[config.mk]
export PLATFORM = sky130hd
export DESIGN_NAME = video_stream_frame_control
export DESIGN_NICKNAME = d
export VERILOG_FILES = /design/src/rtl/video_frame_pkg.sv /design/src/rtl/video_stream_frame_control.sv
export VERILOG_INCLUDE_DIRS = /design/src /design/src/rtl
export SDC_FILE = /design/constraint.sdc
export NUM_CORES = 1
export LEC_CHECK = 0
export ABC_CLOCK_PERIOD_IN_PS = 9750
export BUFFER_PORTS_ARGS = -buffer_cell sky130_fd_sc_hd__buf_2
export CAP_MARGIN = 20
export CELL_PAD_IN_SITES_DETAIL_PLACEMENT = 0
export CELL_PAD_IN_SITES_GLOBAL_PLACEMENT = 2
export CORE_ASPECT_RATIO = 2
export CORE_UTILIZATION = 33
export DETAILED_ROUTE_END_ITERATION = 10
export PLACE_DENSITY_LB_ADDON = 0.1
export SLEW_MARGIN = 10
export SYNTH_ARGS = -nofsm -noshare
export SYNTH_HDL_FRONTEND = slang
export SYNTH_SLANG_ARGS = --single-unit
[constraint.sdc]
create_clock -name clk -period 9.75 [get_ports clk]
set_input_delay 0.975 -clock clk [delete_from_list [all_inputs] [get_ports clk]]
set_output_delay 0.975 -clock clk [all_outputs]
set_load 0.01 [all_outputs]
[src/rtl/video_frame_params.svh]
// Purpose: Constants for the video stream frame control block
// Assumes: Included by bare name
// Notes: Definitions only
`ifndef VIDEO_FRAME_PARAMS_SVH
`define VIDEO_FRAME_PARAMS_SVH

// Default build values
`define VFC_DATA_WIDTH 24
`define VFC_DIM_WIDTH 12
`define VFC_DEF_WIDTH 1920
`define VFC_DEF_HEIGHT 1080
`define VFC_HAS_CTRL 1

// Least hardware reset hold, in clock cycles
`define VFC_RESET_HOLD_CYCLES 32

`endif

[src/rtl/video_frame_pkg.sv]
// Purpose: Types for the video stream frame control block
// Assumes: Nothing
// Notes: State codes are Gray along idle, active, drop line, drop frame
`default_nettype none
package video_frame_pkg;

  typedef enum logic [1:0]
  {
    st_idle = 2'h0,
    st_active = 2'h1,
    st_drop_line = 2'h3,
    st_drop_frame = 2'h2
  } frame_state_type;

endpackage
`default_nettype wire

[src/rtl/video_stream_frame_control.sv]
// Purpose: Frame and line tracking with early and late marker recovery
// Assumes: One clock; stream inputs synchronous to clk
// Notes: One output slot; input accepted only while the slot is empty
`include "video_frame_params.svh"
`timescale 1ns/1ps
`default_nettype none

module video_stream_frame_control #(
  parameter int DATA_WIDTH = `VFC_DATA_WIDTH,
  parameter int DIM_WIDTH = `VFC_DIM_WIDTH,
  parameter int DEF_WIDTH = `VFC_DEF_WIDTH,
  parameter int DEF_HEIGHT = `VFC_DEF_HEIGHT,
  parameter bit HAS_CTRL = `VFC_HAS_CTRL
)
(
  // Clock, enable and reset
  input wire logic clk,
  input wire logic aclken,
  input wire logic rst_n,
  // Control
  input wire logic sw_enable,
  input wire logic sw_reset,
  input wire logic [DIM_WIDTH-1:0] cfg_width,
  input wire logic [DIM_WIDTH-1:0] cfg_height,
  // Input stream
  input wire logic s_axis_tvalid,
  output logic s_axis_tready,
  input wire logic [DATA_WIDTH-1:0] s_axis_tdata,
  input wire logic s_axis_tuser,
  input wire logic s_axis_tlast,
  // Output stream
  output logic m_axis_tvalid,
  input wire logic m_axis_tready,
  output logic [DATA_WIDTH-1:0] m_axis_tdata,
  output logic m_axis_tuser,
  output logic m_axis_tlast,
  // Status
  output logic busy,
  output logic frame_done,
  output logic sof_early_err,
  output logic sof_late_err,
  output logic line_end_early_err,
  output logic line_end_late_err
);
  import video_frame_pkg::*;

  typedef struct packed {
    frame_state_type fsm;
    logic [DIM_WIDTH-1:0] x;
    logic [DIM_WIDTH-1:0] y;
    logic s_ready;
    logic m_valid;
    logic [DATA_WIDTH-1:0] m_data;
    logic m_sof;
    logic m_line_end;
    logic busy;
    logic done;
    logic sof_early;
    logic sof_late;
    logic line_end_early;
    logic line_end_late;
  } state_type;

  localparam state_type RESET_STATE = '{fsm: st_idle, s_ready: 1'b1, default: '0};

  if (DATA_WIDTH < 1 || DIM_WIDTH < 2 || DEF_WIDTH < 1 || DEF_HEIGHT < 1
      || DEF_WIDTH >= (1 << DIM_WIDTH) || DEF_HEIGHT >= (1 << DIM_WIDTH))
  begin : bad_params
    $error("video_stream_frame_control: unsupported parameter values");
  end

  state_type st;
  state_type next_st;
  logic go;
  logic acc;
  logic origin;
  logic [DIM_WIDTH-1:0] last_x;
  logic [DIM_WIDTH-1:0] last_y;

  assign last_x = HAS_CTRL ? cfg_width - 1'b1 : DIM_WIDTH'(DEF_WIDTH - 1);
  assign last_y = HAS_CTRL ? cfg_height - 1'b1 : DIM_WIDTH'(DEF_HEIGHT - 1);

  assign go = aclken && sw_enable && !sw_reset;
  assign acc = go && st.s_ready && s_axis_tvalid;
  assign origin = (st.x == '0) && (st.y == '0);

  always_comb
  begin
    logic drop;
    logic restart;
    logic [DIM_WIDTH-1:0] px;
    logic [DIM_WIDTH-1:0] py;
    drop = 1'b1;
    restart = 1'b0;
    px = st.x;
    py = st.y;
    next_st = st;
    if (st.m_valid && m_axis_tready)
    begin
      next_st.m_valid = 1'b0;
    end
    if (acc)
    begin
      case (st.fsm)
        st_active:
        begin
          if (s_axis_tuser && !origin)
          begin
            restart = 1'b1;
            next_st.sof_early = 1'b1;
            drop = 1'b0;
          end
          else if (origin && !s_axis_tuser)
          begin
            next_st.sof_late = 1'b1;
            next_st.fsm = st_drop_frame;
          end
          else
          begin
            drop = 1'b0;
          end
        end
        st_drop_line:
        begin
          if (s_axis_tuser)
          begin
            restart = 1'b1;
            next_st.sof_early = 1'b1;
            drop = 1'b0;
          end
          else if (s_axis_tlast)
          begin
            next_st.fsm = st_active;
          end
        end
        default:
        begin
          if (s_axis_tuser)
          begin
            restart = 1'b1;
            drop = 1'b0;
          end
        end
      endcase
      if (!drop)
      begin
        if (restart)
        begin
          px = '0;
          py = '0;
          next_st.fsm = st_active;
        end
        next_st.m_valid = 1'b1;
        next_st.m_data = s_axis_tdata;
        next_st.m_sof = (px == '0) && (py == '0);
        next_st.m_line_end = (px == last_x) || s_axis_tlast;
        if (next_st.m_sof)
        begin
          next_st.done = 1'b0;
          next_st.busy = 1'b1;
        end
        if (s_axis_tlast && px != last_x)
        begin
          next_st.line_end_early = 1'b1;
        end
        // Late line end at programmed place
        if (px == last_x && !s_axis_tlast)
        begin
          next_st.line_end_late = 1'b1;
          next_st.fsm = st_drop_line;
        end
        if (next_st.m_line_end)
        begin
          next_st.x = '0;
          if (py == last_y)
          begin
            next_st.y = '0;
            next_st.done = 1'b1;
            next_st.busy = 1'b0;
          end
          else
          begin
            next_st.y = py + 1'b1;
          end
        end
        else
        begin
          next_st.x = px + 1'b1;
          next_st.y = py;
        end
      end
    end
    next_st.s_ready = !next_st.m_valid;
  end

  always_ff @(posedge clk)
  begin
    // Reset acts regardless of frame position
    if (!rst_n)
    begin
      st <= RESET_STATE;
    end
    else if (aclken && sw_reset)
    begin
      st <= RESET_STATE;
    end
    else if (aclken && sw_enable)
    begin
      st <= next_st;
    end
  end

  assign s_axis_tready = st.s_ready;
  assign m_axis_tvalid = st.m_valid;
  assign m_axis_tdata = st.m_data;
  assign m_axis_tuser = st.m_sof;
  assign m_axis_tlast = st.m_line_end;
  assign busy = st.busy;
  assign frame_done = st.done;
  assign sof_early_err = st.sof_early;
  assign sof_late_err = st.sof_late;
  assign line_end_early_err = st.line_end_early;
  assign line_end_late_err = st.line_end_late;
endmodule

`default_nettype wire

# After elaboration in Yosys (flattened, before gate mapping)
# Cells that the tools add are included.
[word_totals]
out_inout_bits = 34
ff_bits = 60
elab_cells = 98
[op_classes]
n_mux = 40
n_eq_ne = 7
reduce_logical = 30
bitwise_logic = 3
addsub = 4
[op_table]
columns = ["operator", "count"]
rows = [
  ["$mux 12", 7],
  ["$logic_not 12->1", 4],
  ["$mux 33", 1],
  ["$mux 29", 1],
  ["$mux 26", 1],
  ["$add 12x1->12 const B", 2],
  ["$eq 12x12->1", 2],
  ["$mux 24", 1],
  ["$sub 12x1->12 const B", 2],
  ["$mux 2", 10],
  ["$mux 1", 17],
  ["$logic_and 1x1->1", 12],
  ["$ne 12x12->1", 1],
  ["$reduce_and 5->1", 2],
  ["$reduce_and 4->1", 2],
  ["$logic_not 1->1", 5],
  ["$ne 2x2->1 const B", 2],
  ["$pmux 2 s2", 1],
  ["$not 1->1", 3],
  ["$reduce_and 3->1", 1],
  ["$eq 2x1->1 const B", 1],
  ["$eq 2x2->1 const B", 1],
  ["$pmux 1 s2", 1],
  ["$reduce_and 2->1", 1],
  ["3 further kinds", 3],
]

# Logic depth before layout (Yosys ltp)
# Gate-level depths: netlist (run 1).
[logic_depth]
word_depth = 18
mapped_depth = 13
mapped_depth_nobuf = 11

# Least setup slack after synthesis (run 1)
# OpenSTA, ideal clock, no wires.
[synth_path]
path_kind = "input to register"
start = "input cfg_height[0]"
end = "register st[42] (netlist bit)"
cell_stages = 13
n_path_buf = 2
arrival_time_ns = 3.705
required_ns = 9.622
setup_ns = 0.128
path_slack_ns = 5.917
cell_sequence = "clkbuf_1 > inv_1 > ha_1 > or4b_2 > o21a_1 > nor4b_1 > and4_1 > a211oi_1 > o31ai_1 > clkbuf_1 > a21oi_1 > o211ai_1 > o41ai_2"
[synth_between]
elab_chain_len = 4
[synth_rtl]
columns = ["item", "line", "text"]
rows = [
  ["from (decl)", "video_stream_frame_control.sv:24", "input wire logic [DIM_WIDTH-1:0] cfg_height,"],
  ["$sub 12x1->12", "video_stream_frame_control.sv:81", "assign last_y = HAS_CTRL ? cfg_height - 1'b1 : DIM_WIDTH'(DEF_HEIGHT - 1);"],
  ["$eq 12x12->1", "video_stream_frame_control.sv:175", "if (py == last_y)"],
  ["$mux 12", "video_stream_frame_control.sv:175", ""],
  ["$mux 24", "video_stream_frame_control.sv:172", "if (next_st.m_line_end)"],
  ["to (signal assigned)", "video_stream_frame_control.sv:209", "st <= next_st;"],
  ["to (decl)", "video_stream_frame_control.sv:72", "state_type st;"],
]
# Every way passes these cells.
# A chain may end at the register's enable or synchronous reset.

# Final worst setup path (run 1)
[layout_path]
start = "input cfg_width[2]"
end = "register st[42] (netlist bit)"
[layout_between]
elab_chain_len = 4
[layout_rtl]
columns = ["item", "line", "text"]
rows = [
  ["from (decl)", "video_stream_frame_control.sv:23", "input wire logic [DIM_WIDTH-1:0] cfg_width,"],
  ["$sub 12x1->12", "video_stream_frame_control.sv:80", "assign last_x = HAS_CTRL ? cfg_width - 1'b1 : DIM_WIDTH'(DEF_WIDTH - 1);"],
  ["$eq 12x12->1", "video_stream_frame_control.sv:156", "next_st.m_line_end = (px == last_x) || s_axis_tlast;"],
  ["$logic_or 1x1->1", "video_stream_frame_control.sv:156", ""],
  ["$mux 24", "video_stream_frame_control.sv:172", ""],
]
# Every way passes these cells.

==> results.cfg, run 1 <==
[drt]
wl_per_cell_um = 16.1
antenna_left = 0
first_pass_iters = 4
routed-via-count = 3969
drt-vias-per-instance = 5.41
final_routed_wirelength_across_all_metal_layers_mm = 11.8
drt-initial-drc-count = 91
drc_errors = 0

[global_routing]
global_route.usage.total_pct = 19.6
vias_in_the_first_global_route = 3783
grt_pass1_wl_mm = 18.9
grt_use_met2_pct = 37.0
pin_count_of_the_biggest_net_entering_global_routing = 45
gr-usage-met1_pct = 20.9
use_met3_pct = 2.87
grt_remaining_overflow = 0
antenna_found_initial = 0
top_usage_layer = met2

[timing]
max_freq_mhz = 229
finClkSkew_ns = 0.00384
unrepaired_setup_endpoints_after_global_routing = no
timing.final.setup_violations = 0
setup_tns_ns = 0
worst_pin_slew_ns = 0.917
slew_headroom_pct = 38.7
final_clock_period_utilization_by_the_worst_path_pct = 44.7
post-route-min-period_ns = 4.36
maxSlewViolCount = 0
hold_viol = 0

[floorplan]
initial_utilization_pct = 34.2
die_h_um = 159
fp.dieArea_um2 = 12700
fp.dieW_um = 80.3
design.portCount = 91
core.rowCount = 56
core_area_um2 = 11800

[placed_design]
gpl.final_weighted_congestion = 0.781
dp_hpwl_mm = 8.94
port-buffer-count = 90

[clock_tree]
cts_buf_count = 9
cts-htree-levels = 3
clock_sinks = 60
tritoncts = built
cts.repair.resized = 0
max-clock-path-buffers = 2
ctsRootBufferMaster = sky130_fd_sc_hd__clkbuf_16
clock_insertion_delay_worst_skew_ns = 0.33
ctsHoldBuffers = 0
post_cts_buffers = 0
path_clk_slew_ns = 0.05

[layout]
multiInputGateArea_um2 = 2480
number_of_fill_cells_in_the_layout = 1285
max_flop_register = st
antenna-diode-count = 0
largest_register_ffs = 26
layout.nets = 644
drive_above_1_share_pct = 21.6
regArea_um2 = 1200
area_growth_syn_to_layout_pct = 18.2

[logic_synthesis]
synth_area_leaders = sky130_fd_sc_hd__dfxtp_1 (30%), sky130_fd_sc_hd__nand2_1 (8.0%), sky130_fd_sc_hd__a21oi_1 (5.7%)
asyncSetResetFlopFracSynth_pct = 0
synth-edff-count = 0
syn-instance-count = 532
synth-seq-cells = 60
synth_top_area_cell = sky130_fd_sc_hd__dfxtp_1
yosys.cell_types.count = 71
yosys.area.top_type_share_pct = 29.7
synth_seq_area_share_pct = 29.7
yosysWarningCount = 0
synthMostInstantiatedCell = sky130_fd_sc_hd__nand2_1
mapped_area_um2 = 4050
synth_nets = 592
synth_ff_type = sky130_fd_sc_hd__dfxtp_1
mean_area_per_synthesized_cell_um2 = 7.60
synth.cells.most_frequent = sky130_fd_sc_hd__nand2_1 (86), sky130_fd_sc_hd__dfxtp_1 (60), sky130_fd_sc_hd__a21oi_1 (46), sky130_fd_sc_hd__nor2_1 (37), sky130_fd_sc_hd__buf_4 (24)

[setup_path]
ff_to_ff_path_depth = 9
critical_path_peak_fanout = 16
regToRegSetupSlack_ns = 5.70
setup.worst_path.start_class = primary input
setup.worst_path.end_class = flop
critical_path.reg2reg.endpoint = st[42]
timing.critical_path.buf_inv = 1
cp_cell_sequence = buf_2, nor4_4, nand3_1, xor2_1, a21oi_1, or4_4, o41ai_4, o21ai_1, o211ai_1, o41ai_2
critical-path-slowest-cell = sky130_fd_sc_hd__o41ai_4
max_stage_delay_ns = 0.86
worst-endpoint-arrival_ns = 4.56
launching_point_of_the_worst_reg2reg_path = st[36]
cp_top_family = compound AO/OA/AOI/OAI gates
worst-endpoint-required_ns = 9.95
critPathKind = in2reg

[power]
pleak_nw = 1.79
p_seq_share_pct = 34.9
max-vdd-ir-drop_mv = 0.111
power_frac_clock_pct = 55.4
power.density_cell_area_nw_per_um2 = 148
design_power_total_uw = 709
power.switching_uw = 153
p_comb_share_pct = 9.7
power.internal_uw = 557
p_sw_share_pct = 21.5

[hold_path]
hold_depth = 2
holdCritStartpoint = sof_early_err
min_path_type = reg2reg
hold_end = sof_early_err

[run_status]
status = completed

[flow_run]
maxCapViolations = 0
-- worst max-delay path by stage --
stage                         to          start  depth (start not counted)  slack, ns
after floorplan           st[42]  cfg_height[0]                         13       5.92
after global placement    st[42]   cfg_width[2]                         10       5.14
after detailed placement  st[42]   cfg_width[2]                         10       5.09
after CTS                 st[42]   cfg_width[2]                         10       5.40
after global routing      st[42]   cfg_width[2]                         10       5.10
final                     st[42]   cfg_width[2]                         10       5.39
-- logic make-up (layout without fill, tap and decap cells) --
group	after synthesis	count (layout)	share of synthesized area (%)
flip-flops	60	60	29.7
adder cells (fa/ha/maj)	3	3	0.928
buffers and inverters	71	128	9.31
AND/OR/NAND/NOR	228	228	29.1
multiplexers	2	2	0.495
XOR/XNOR	27	27	7.24
AO/OA/AOI/OAI	141	141	23.2
-- routing by layer --
| layer | vias to the layer above | part of all wire (%) |
|---|---|---|
| met5 | - | 0 |
| met4 | 0 | 2.5 |
| met3 | 19 | 4.1 |
| met2 | 106 | 53 |
| met1 | 1850 | 40 |
| li1 | 1994 | - |
-- power by group through the flow --
stage / Clock, mW / Sequential [mW] / Combinational [mW]
after floorplan: 0 / 0.253 / 0.0412
after global placement: 0 / 0.253 / 0.0691
after detailed placement: 0 / 0.253 / 0.0694
after CTS: 0.402 / 0.248 / 0.0697
after global routing: 0.414 / 0.248 / 0.0765
final: 0.393 / 0.248 / 0.0687
-- layout by cell type, fill, tap and decap left out, types with 4 or more instances in the layout --
master | netlist | layout
sky130_fd_sc_hd__buf_2 | 4 | 90
sky130_fd_sc_hd__nand2_1 | 86 | 86
sky130_fd_sc_hd__dfxtp_1 | 60 | 60
sky130_fd_sc_hd__a21oi_1 | 46 | 46
sky130_fd_sc_hd__nor2_1 | 37 | 36
sky130_fd_sc_hd__o21ai_0 | 21 | 21
sky130_fd_sc_hd__nand3_1 | 19 | 19
sky130_fd_sc_hd__o211ai_1 | 18 | 18
sky130_fd_sc_hd__inv_1 | 17 | 17
sky130_fd_sc_hd__xnor2_1 | 17 | 17
sky130_fd_sc_hd__nor3_1 | 16 | 16
sky130_fd_sc_hd__a31oi_1 | 12 | 12
sky130_fd_sc_hd__o31ai_1 | 10 | 10
sky130_fd_sc_hd__clkbuf_16 | 0 | 9
sky130_fd_sc_hd__nor2b_1 | 8 | 8
sky130_fd_sc_hd__nor4_1 | 8 | 8
sky130_fd_sc_hd__nand2b_1 | 6 | 6
sky130_fd_sc_hd__xor2_1 | 6 | 6
sky130_fd_sc_hd__or4_1 | 6 | 6
sky130_fd_sc_hd__or3_1 | 6 | 6
sky130_fd_sc_hd__buf_4 | 24 | 5
sky130_fd_sc_hd__nor3b_1 | 4 | 4
sky130_fd_sc_hd__and3_1 | 4 | 4
sky130_fd_sc_hd__bufinv_16 | 0 | 4
-- layout make-up --
cell class                 count  share of cell area, %
tap                          145                   3.79
timing repair buffer          95                   10.2
sequential                    60                   25.1
multi-input combinational    401                   51.9
inverter                      17                   1.33
clock inverter                 4                   2.51
clock buffer                  12                   5.15
-- stage by stage --
step | instance area, µm² | hold slack, ns | std cells | worst slack [ns] | utilization (%)
after floorplan | 4050 | 0.437 | 532 | 5.92 | -
after global placement | 4420 | 0.439 | 718 | 5.14 | 37.3
after detailed placement | 4420 | 0.442 | 718 | 5.09 | 37.3
after CTS | 4780 | 0.448 | 734 | 5.40 | 40.4
after global routing | 4780 | 0.461 | 734 | 5.10 | 40.4
final | 4780 | 0.443 | 734 | 5.39 | 40.4
-- worst min-delay path: cells and delay by family, from the launching register on --
family,cells,cell delay [ns]
buffers and inverters,1,0.04
AOI/OAI and AO/OA,1,0.05
DFF,1,0.30
Note: power is estimated with default switching activity, not from simulation.
==> inputs of run 2 (changes only) <==
ABC_CLOCK_PERIOD_IN_PS = 4100   (was 9750)
CORE_UTILIZATION = 31   (was 33)
clock period = 4.1 ns   (was 9.75 ns; I/O delays follow)
==> results.cfg, run 2 (same netlist as run 1, synthesis figures left out) <==
[run_status]
status = completed

[timing]
unrepaired_setup_endpoints_after_global_routing = no
hold_viol = 0
setup_tns_ns = 0
maxSlewViolCount = 0
slew_headroom_pct = 35.5
timing.final.setup_violations = 0
final_clock_period_utilization_by_the_worst_path_pct = 87.4
max_freq_mhz = 279
post-route-min-period_ns = 3.58
finClkSkew_ns = 0.00394
worst_pin_slew_ns = 0.961

[floorplan]
fp.dieW_um = 82.8
initial_utilization_pct = 32.0
design.portCount = 91
fp.dieArea_um2 = 13500
core.rowCount = 58
die_h_um = 164
core_area_um2 = 12600

[drt]
routed-via-count = 4053
wl_per_cell_um = 16.8
drt-initial-drc-count = 165
first_pass_iters = 4
final_routed_wirelength_across_all_metal_layers_mm = 12.6
drt-vias-per-instance = 5.40
drc_errors = 0
antenna_left = 0

[placed_design]
dp_hpwl_mm = 9.60
gpl.final_weighted_congestion = 0.818
placed_cell_area_um2 = 4500
port-buffer-count = 90

[layout]
max_flop_register = st
antenna-diode-count = 0
finalInstanceArea_um2 = 4810
number_of_fill_cells_in_the_layout = 1395
utilization_of_the_core_after_routing_pct = 38.1
area_growth_syn_to_layout_pct = 18.9
layout.cells.most_common = sky130_fd_sc_hd__buf_2
drive_above_1_share_pct = 23.2
largest_register_ffs = 26
layout.nets = 655
commonest_cells_after_routing_fill_and_taps_aside = sky130_fd_sc_hd__buf_2 (90), sky130_fd_sc_hd__nand2_1 (86), sky130_fd_sc_hd__dfxtp_1 (60), sky130_fd_sc_hd__a21oi_1 (46), sky130_fd_sc_hd__nor2_1 (36)

[clock_tree]
max-clock-path-buffers = 2
clock_sinks = 60
cts_buf_count = 9
post_cts_buffers = 0
ctsRootBufferMaster = sky130_fd_sc_hd__clkbuf_16
path_clk_slew_ns = 0.05
tritoncts = built
cts-htree-levels = 3
clock_insertion_delay_worst_skew_ns = 0.32
cts.repair.resized = 0
ctsHoldBuffers = 0

[setup_path]
critical-path-slowest-cell = sky130_fd_sc_hd__or4_4
worst-endpoint-arrival_ns = 3.78
cp_cell_sequence = nor4_2, nand4_2, o31ai_4, a21oi_2, or4_4, o41ai_4, o21ai_1, o211ai_1, o41ai_2
setup.worst_path.start_class = flop
worst-endpoint-required_ns = 4.30
max_stage_delay_ns = 0.54
critical_path_peak_fanout = 12
critPathKind = reg2reg
setup.worst_path.end_class = flop

[global_routing]
vias_in_the_first_global_route = 3787
pin_count_of_the_biggest_net_entering_global_routing = 45
global_route.usage.total_pct = 19.4
antenna_found_initial = 0
grt_remaining_overflow = 0
grt_pass1_wl_mm = 19.5

[power]
power.internal_mw = 1.16
p_seq_share_pct = 38.7
power.density_cell_area_nw_per_um2 = 317
max-vdd-ir-drop_mv = 0.242
pleak_nw = 1.81
power.switching_uw = 368
p_sw_share_pct = 24.1
p_comb_share_pct = 11.1
design_power_total_mw = 1.52
power_frac_clock_pct = 50.2

[flow_run]
maxCapViolations = 0

[hold_path]
min_path_type = in2reg
## run 2: layout make-up
type	count	area (µm²)	area share (%)
Clock buffer	12	256	5.33
Clock inverter	4	47.5	0.989
Inverter	17	63.8	1.33
Multi-Input combinational cell	401	2480	51.6
Sequential cell	60	1200	25.0
Tap cell	150	188	3.90
Timing Repair Buffer	106	571	11.9
## run 2: worst paths after layout
check	to	depth (start not counted)	slack, ns	startpoint
min reg2reg	sof_early_err	2	0.44	sof_early_err
min	m_axis_tdata[5]	3	0.32	s_axis_tdata[5]
max reg2reg	st[42]	9	0.52	st[34]
max	st[42]	9	0.52	st[34]
## run 2: critical path, delay by kind of cell, from the launching register on
family	cells	cell delay [ns]
AO/OA/AOI/OAI	6	1.79
AND/OR/NAND/NOR	3	1.29
flip-flops	1	0.37
## run 2: power groups by stage
stage	Clock (mW)	Combinational (mW)	Sequential, mW
4_1_cts	0.791	0.173	0.589
3_5_place_dp	0	0.172	0.602
2_1_floorplan	0	0.0979	0.602
5_1_grt	0.810	0.188	0.589
3_3_place_gp	0	0.170	0.602
6_report	0.766	0.169	0.589
## run 2: through the flow
step	setup WS (ns)	std cells	hold slack, ns
3_5_place_dp	0.420	734	0.437
3_3_place_gp	0.529	734	0.439
6_report	0.517	750	0.320
2_1_floorplan	0.832	532	0.437
5_1_grt	0.336	750	0.326
4_1_cts	0.531	750	0.308
## run 2: layer usage
metal / up-vias / GRT usage, % / part of all wire, %
met5: - / 0 / 0
met4: 0 / 8.07 / 2.6
met3: 23 / 2.40 / 3.5
met2: 106 / 36.7 / 55
met1: 1906 / 20.6 / 39
li1: 2018 / - / -
